`config.mk`:
```
export PLATFORM = sky130hd
export DESIGN_NAME = p4pu_top
export DESIGN_NICKNAME = d
export VERILOG_FILES = /design/src/p4pu_pkg.sv /design/src/p4pu_cfg_if.sv /design/src/p4pu_pin_gate.sv /design/src/p4pu_top.sv
export SDC_FILE = /design/constraint.sdc
export NUM_CORES = 1
export LEC_CHECK = 0
export BUFFER_PORTS_ARGS = -buffer_cell sky130_fd_sc_hd__buf_4
export CORE_MARGIN = 8
export CORE_UTILIZATION = 23
export CTS_BUF_LIST = sky130_fd_sc_hd__clkbuf_16
export CTS_CLUSTER_SIZE = 8
export DETAILED_ROUTE_END_ITERATION = 8
export GPL_TIMING_DRIVEN = 0
export HOLD_SLACK_MARGIN = 0.05
export SYNTH_ARGS = -nofsm -noshare
export SYNTH_HDL_FRONTEND = slang
export SYNTH_HIERARCHICAL = 1
export SYNTH_SLANG_ARGS = --single-unit
export TNS_END_PERCENT = 100
```
`constraint.sdc`:
```
create_clock -name clk -period 2.3 [get_ports clk]
set_input_delay 0.23 -clock clk [delete_from_list [all_inputs] [get_ports clk]]
set_output_delay 0.23 -clock clk [all_outputs]
set_load 0.02 [all_outputs]
```
`src/p4pu_pkg.sv`:
```
// p4pu_pkg: constants and pin mode decode for the port 4 pull-up enable block.
// assumes an 8-bit register file in which bank 1 is selected by a single bank bit.
package p4pu_pkg;

	// register geometry
	localparam int P4PU_WIDTH = 8;
	localparam int P4PU_ADDR_BITS = 8;
	localparam int P4PU_MODE_BITS = 2;

	// register placement and reset value
	localparam logic [P4PU_ADDR_BITS-1:0] ADDR_PULLUP_EN = 8'hed;
	localparam logic BANK_PULLUP_EN = 1'h1;
	localparam logic [P4PU_WIDTH-1:0] RESET_PULLUP_EN = 8'h00;

	// pin configuration field codes
	localparam logic [P4PU_MODE_BITS-1:0] MODE_INPUT = 2'h0;
	localparam logic [P4PU_MODE_BITS-1:0] MODE_ALT_A = 2'h1;
	localparam logic [P4PU_MODE_BITS-1:0] MODE_ALT_B = 2'h2;
	localparam logic [P4PU_MODE_BITS-1:0] MODE_OUTPUT = 2'h3;

	// open-drain select value that keeps an output from being push-pull
	localparam logic OPEN_DRAIN_ON = 1'h1;

	// true when the pin's pull-up must be forced off by its configuration
	function automatic logic p4pu_force_off(input logic [P4PU_MODE_BITS-1:0] mode,
		input logic openDrainBit);
		return (mode == MODE_ALT_A) || (mode == MODE_ALT_B) ||
			((mode == MODE_OUTPUT) && (openDrainBit != OPEN_DRAIN_ON));
	endfunction

endpackage

```
`src/p4pu_cfg_if.sv`:
```
// p4pu_cfg_if: carries pin configuration, enable bits and resulting pull-up controls.
// assumes both ends are inside the pull-up block; no clock is carried.
`timescale 1ns/10ps
interface p4pu_cfg_if;
	import p4pu_pkg::*;

	logic [P4PU_WIDTH*P4PU_MODE_BITS-1:0] pinMode;
	logic [P4PU_WIDTH-1:0] openDrain;
	logic [P4PU_WIDTH-1:0] enableBits;
	logic [P4PU_WIDTH-1:0] pullupEn;

	// register side supplies settings, reads back the controls
	modport regs (output pinMode, output openDrain, output enableBits, input pullupEn);
	// gating side turns settings into controls
	modport gate (input pinMode, input openDrain, input enableBits, output pullupEn);
endinterface

```
`src/p4pu_pin_gate.sv`:
```
// p4pu_pin_gate: per-pin gating of the pull-up enable bits by pin configuration.
// assumes pin modes and open-drain selects arrive settled from their own registers.
`timescale 1ns/10ps
module p4pu_pin_gate (
	p4pu_cfg_if.gate cfg
);
	import p4pu_pkg::*;

	logic [P4PU_WIDTH-1:0] pinForced;

	// one gate per pin, bit n of the enable register drives pin n
	for (genvar n = 0; n < P4PU_WIDTH; n++) begin : g_pin
		// alternative function or push-pull output kills the pull-up
		assign pinForced[n] = p4pu_force_off(cfg.pinMode[n*P4PU_MODE_BITS +: P4PU_MODE_BITS],
			cfg.openDrain[n]);
		// bit high asserts the control unless the pin is forced, bit low deasserts it
		assign cfg.pullupEn[n] = cfg.enableBits[n] & ~pinForced[n];
	end

endmodule // p4pu_pin_gate

```
`src/p4pu_top.sv`:
```
// p4pu_top: port 4 pull-up enable register and the pull-up controls it steers.
// assumes the core presents direct register accesses one per cycle, synchronous to clk.
`timescale 1ns/10ps
module p4pu_top (
	input wire logic clk,
	input wire logic rst_n,
	input wire logic [p4pu_pkg::P4PU_ADDR_BITS-1:0] regAddr,
	input wire logic regBank,
	input wire logic regDirect,
	input wire logic regWrite,
	input wire logic regRead,
	input wire logic [p4pu_pkg::P4PU_WIDTH-1:0] regWdata,
	output logic [p4pu_pkg::P4PU_WIDTH-1:0] regRdata,
	output logic regAck,
	input wire logic [p4pu_pkg::P4PU_WIDTH-1:0] pinConfigHigh,
	input wire logic [p4pu_pkg::P4PU_WIDTH-1:0] pinConfigLow,
	input wire logic [p4pu_pkg::P4PU_WIDTH-1:0] openDrain,
	output logic [p4pu_pkg::P4PU_WIDTH-1:0] pullupEn
);
	import p4pu_pkg::*;

	logic [P4PU_WIDTH-1:0] pullupReg;
	logic [P4PU_WIDTH-1:0] next_pullupReg;
	logic [P4PU_WIDTH-1:0] next_regRdata;
	logic next_regAck;
	wire regHit;
	wire writeHit;
	wire readHit;

	p4pu_cfg_if cfgBus ();

	// address decode: bank, address and direct addressing must all agree
	assign regHit = (regBank == BANK_PULLUP_EN) && (regAddr == ADDR_PULLUP_EN)
		&& regDirect;
	assign writeHit = regHit && regWrite;
	assign readHit = regHit && regRead;

	// next values of the register, the read data and the acknowledge
	assign next_pullupReg = writeHit ? regWdata : pullupReg;
	assign next_regRdata = readHit ? pullupReg : regRdata;
	assign next_regAck = regHit && (regWrite || regRead);

	// enable register, cleared by reset
	always_ff @(posedge clk or negedge rst_n) begin
		if (!rst_n) begin
			pullupReg <= RESET_PULLUP_EN;
		end else begin
			pullupReg <= next_pullupReg;
		end
	end

	// read data and acknowledge flops
	always_ff @(posedge clk or negedge rst_n) begin
		if (!rst_n) begin
			regRdata <= RESET_PULLUP_EN;
			regAck <= 1'h0;
		end else begin
			regRdata <= next_regRdata;
			regAck <= next_regAck;
		end
	end

	// hand the settings to the per-pin gate
	assign cfgBus.pinMode = {pinConfigHigh, pinConfigLow};
	assign cfgBus.openDrain = openDrain;
	assign cfgBus.enableBits = pullupReg;
	assign pullupEn = cfgBus.pullupEn;

	p4pu_pin_gate uGate (
		.cfg(cfgBus.gate)
	);

	// helper decodes used only by the checks below
	wire [P4PU_MODE_BITS-1:0] modePin0 = pinConfigLow[1:0];
	wire [P4PU_MODE_BITS-1:0] modePin2 = pinConfigLow[5:4];
	wire [P4PU_MODE_BITS-1:0] modePin4 = pinConfigHigh[1:0];
	wire [P4PU_MODE_BITS-1:0] modePin5 = pinConfigHigh[3:2];
	wire [P4PU_MODE_BITS-1:0] modePin7 = pinConfigHigh[7:6];
	wire allInput = ({pinConfigHigh, pinConfigLow} == '0);
endmodule // p4pu_top
```
-- Word level (Yosys, flattened, before mapping)
Cells that the tools add are included.
W data, S select, Z words.
- reduce and logical (&&, ||, !) cells: 30
- eq/ne operators: 25
- bitwise gates (word level): 24
- operators with widths (kind ; number):
    $eq A2 B2 Y1 const B ; 16
    $logic_or A1 B1 Y1 ; 17
    $eq A2 B1 Y1 const B ; 8
    $not A1 Y1 ; 16
    $logic_and A1 B1 Y1 ; 13
    $and A1 B1 Y1 ; 8
    $eq A8 B8 Y1 const B ; 1
- input bits: 46
- register bits: 17
- output and inout bits: 17
- logic and storage cells: 82

-- Depth between registers and ports, before layout
- word-level depth: 5
- depth in mapped cells: 3
- depth with buffers taken out: 3

-- Modules after synthesis
The synthesis kept the hierarchy.
- modules (own cells, without submodules) (module ; cells an instance ; area an instance (um^2) ; instances ; sequential area each (um^2)):
    p4pu_top ; 39 ; 693.2 ; 1 ; 425.4
    p4pu_pin_gate ; 24 ; 310.3 ; 1 ; 0.0

-- Least setup slack after synthesis
No wires, ideal clock.
- path type: input-to-reg
- start: in regAddr[4] (netlist name)
- end: reg pullupReg[0], in the netlist cfgBus.enableBits[0]
- data required time: 2.175 ns
- buffers on the path: 0
- path slack: 1.134 ns
- setup time: 0.125 ns
- data arrival time: 1.041 ns
- stages: 3
- cells stage by stage: and4bb_4 nand4_4 mux2_2
- word-level cells in the longest chain between the ends: 4
- ends and longest elaborated chain (element ; line ; RTL):
    from (decl) ; p4pu_top.sv:7 ; input wire logic [p4pu_pkg::P4PU_ADDR_BITS-1:0] regAddr,
    $eq A8 B8 Y1 ; p4pu_top.sv:33 ; assign regHit = (regBank == BANK_PULLUP_EN) && (regAddr == ADDR_PULLUP_EN)
    $logic_and A1 B1 Y1 ; p4pu_top.sv:33 ;
    $logic_and A1 B1 Y1 ; p4pu_top.sv:34 ; && regDirect;
    $logic_and A1 B1 Y1 ; p4pu_top.sv:35 ; assign writeHit = regHit && regWrite;
    to (signal assigned) ; p4pu_top.sv:48 ; pullupReg <= next_pullupReg;
    to (decl) ; p4pu_top.sv:22 ; logic [P4PU_WIDTH-1:0] pullupReg;
No other way between the ends.
A chain may end at the register's enable or synchronous reset.

-- Final worst setup path
- start: in pinConfigLow[6] (netlist name)
- end: out pullupEn[3] (netlist name)
- word-level cells in the longest chain between the ends: 5
- elaborated cells between the ends (all ways): 8
- classes of those cells: eq/ne: 3; bitwise: 2; reduce/logical: 3
- ends and longest elaborated chain (element ; line ; RTL):
    from (decl) ; p4pu_top.sv:16 ; input wire logic [p4pu_pkg::P4PU_WIDTH-1:0] pinConfigLow,
    $eq A2 B1 Y1 (tied with other cells) ; p4pu_pkg.sv:27 ; return (mode == MODE_ALT_A) || (mode == MODE_ALT_B) ||
    $logic_or A1 B1 Y1 / $logic_and A1 B1 Y1 (equally long branches) ; p4pu_pkg.sv:27, p4pu_pkg.sv:28 ;
    $logic_or A1 B1 Y1 * ; p4pu_pkg.sv:27 ;
    $not A1 Y1 * ; p4pu_pin_gate.sv:17 ; assign cfg.pullupEn[n] = cfg.enableBits[n] & ~pinForced[n];
    $and A1 B1 Y1 * ; p4pu_pin_gate.sv:17 ;
    to (decl) ; p4pu_top.sv:18 ; output logic [p4pu_pkg::P4PU_WIDTH-1:0] pullupEn
Mark *: on every way between the ends. The rest lies on a longest branch, timed or not.

==> results.cfg <==
[status]
outcome = completed

[synth]
synth-xor-area-share_pct = 0
synth_top_area_cell = dfrtp_1
avgSynthCellArea_um2 = 15.9
synth-compound-area-share_pct = 1.12
netlist_top_cells_area = dfrtp_1 (42%), mux2_2 (18%), nor2b_4 (11%)
synth_top_family_by_area = simple AND/OR/NAND/NOR gates
yosys-mux-area-fraction_pct = 18.0
ys_seq_area_share_pct = 42.4
yosys.area_share.simple_pct = 28.6
synth_top_area_share_pct = 42.4
synth_nets = 117
netlist_area_um2 = 1000
ys_ff_latch = 17
yosysUniqueCellTypes = 10
synthAdderAreaFrac_pct = 9.98
synthCells = 63
yosysWarnings = 6

[routing]
ant_nets = 0
drt_iter0_markers = 3
drtPass1Iterations = 2
routedWlPerCell_um = 15.0
vias_per_cell = 4.26
route.detailed.drc = 0
vias = 775
wirelength_mm = 2.72

[sta]
min_period_ps = 1210
hold_viol_final = 0
rsz0062_at_grt = no
slew_headroom_pct = 84.7
max_freq_ghz = 0.829
tightestPinTransition_ps = 229
finClkSkew_ps = 0.258
fin_setup_tns_ps = 0
fin_crit_sh_pct = 52.4
setup_viol = 0
hold_slack_ps = 217
maxSlewViolCount = 0

[layout]
nNetsFinal = 185
drive_above_1_share_pct = 78.5
diodes = 0
most-common-layout-cells = buf_4 (62), dfrtp_1 (17), mux2_2 (16)
seq_area_um2 = 425
layout_commonest_cell = buf_4
multi_input_area_um2 = 578
synthToLayoutAreaGrowth_pct = 61.7
fillers = 424

[clock_network]
cts-root-buf = clkbuf_16
cts.sink_count = 17
clkTransAtPathRegs_ps = 50
clock_latency_ps = 240
htreeDepth = 1
cts_made_buffers = 3
clock_path_buffers = 2
cts_tree = built

[die]
coreArea_um2 = 4260
die_y_um = 82.1
rows = 24
die_w_um = 82.1
ios = 63
dieArea_um2 = 6730
start_util_pct = 23.5

[flow_run]
cap_viol_max_count = 0

[setup_path]
reg2reg_depth = 1
timing.critical_path.arrival_ps = 980
cp-start-kind = input port
cp-end-kind = output port
crit_path_max_incr_delay_ps = 290
rr_startpoint = cfgBus.enableBits[5]
startpoint = pinConfigLow[6]
crit_chain = buf_4, ha_1, nor3b_2, buf_4
required_ps = 2070
cp_slowest_cell = ha_1
rrSetupSlack_ps = 1520
cp_max_fo = 1
criticalPathCategory = in -> out
reg2reg_to = cfgBus.enableBits[5]
crit_end = pullupEn[3]
crit_top_cell = buf_4

[global_routing]
antenna_found_initial = 0
grt-ovfl-total = 0
grt_pass1_wl_mm = 4.20
grt_max_degree = 18
grt_pass1_vias = 900
grt_usage_pct = 7.94

[power]
powerDensity_nw_per_um2 = 462
ir_drop_v = 0.000468
p_leak_nw = 0.845
total_power_mw = 0.749

[placed_design]
gp_congestion = 0.776
hpwlAfterDp_mm = 2.33
port-buffer-count = 62

[min_path]
hp-class = in -> reg
cell families (layout without fill, tap and decap cells):
family          count (synthesis)  in the layout
simple gates                   21             21
mux                            16             16
compound gates                  1              1
flops                          17             17
buf+inv                         0             67
fa+ha+maj                       8              8
report_power, final:
group / total, mW / internal, mW / switching (mW) / leakage [nW]
registers: 0.303 / 0.302 / 0.00137 / 0.237
clock network: 0.335 / 0.230 / 0.105 / 0.0423
logic: 0.111 / 0.0727 / 0.0384 / 0.566
layer usage:
metal	share of wire, %	wire [um]	track usage [%]	up-vias
met5	0	0	0	-
met1	34	915	7.80	371
met4	0	0	0.526	0
met3	13	344	4.05	0
li1	-	-	-	365
met2	54	1460	15.1	39
metrics by stage:
step	util [%]	cell area (um2)	setup WS (ps)	std cells
finish	38.1	1620	1090	182
global placement	36.0	1530	895	177
floorplan	-	1000	1130	63
global route	38.1	1620	1050	182
detailed placement	36.0	1530	869	177
CTS	38.1	1620	1080	182
worst min path at each step:
stage	startpoint	endpoint	slack (ps)	depth (start not counted)
after floorplan	rst_n	cfgBus.enableBits[0]	-70	0
after global placement	rst_n	regRdata[6]	110	1
after detailed placement	rst_n	regRdata[4]	120	1
after CTS	regWdata[4]	cfgBus.enableBits[4]	210	2
after global routing	regWdata[4]	cfgBus.enableBits[4]	210	2
final	regWdata[4]	cfgBus.enableBits[4]	220	2
repair_timing:
item                      in CTS  in global routing
buffers inserted               0                  0
hold buffers                   1                  0
hold endpoints to repair      17                  0
resized for setup              0                  0
flip-flops by register name (all words and copies together), names as in the netlist:
signal and cells:
cfgBus.enableBits 8, regRdata 8, regAck 1
cells in the mapped netlist (all sizes together):
cell,count
dfrtp,17
mux2,16
ha,8
nor2b,8
nor3b,8
nand4,2
and2,1
and4,1
and4bb,1
o2111a,1
area by class of cell:
type                    count  area share (%)
multi-input cells          46            35.6
well taps                  52            4.01
clock buffers               3            4.63
clock inverters             1           0.231
flip-flops and latches     17            26.2
repair buffers             63            29.3
critical path: cells and delay by family:
kind,cells,cell delay (ps)
adder cells (fa/ha/maj),1,290
buffers and inverters,2,280
AND/OR/NAND/NOR,1,180
(Power assumes the default switching activity.)
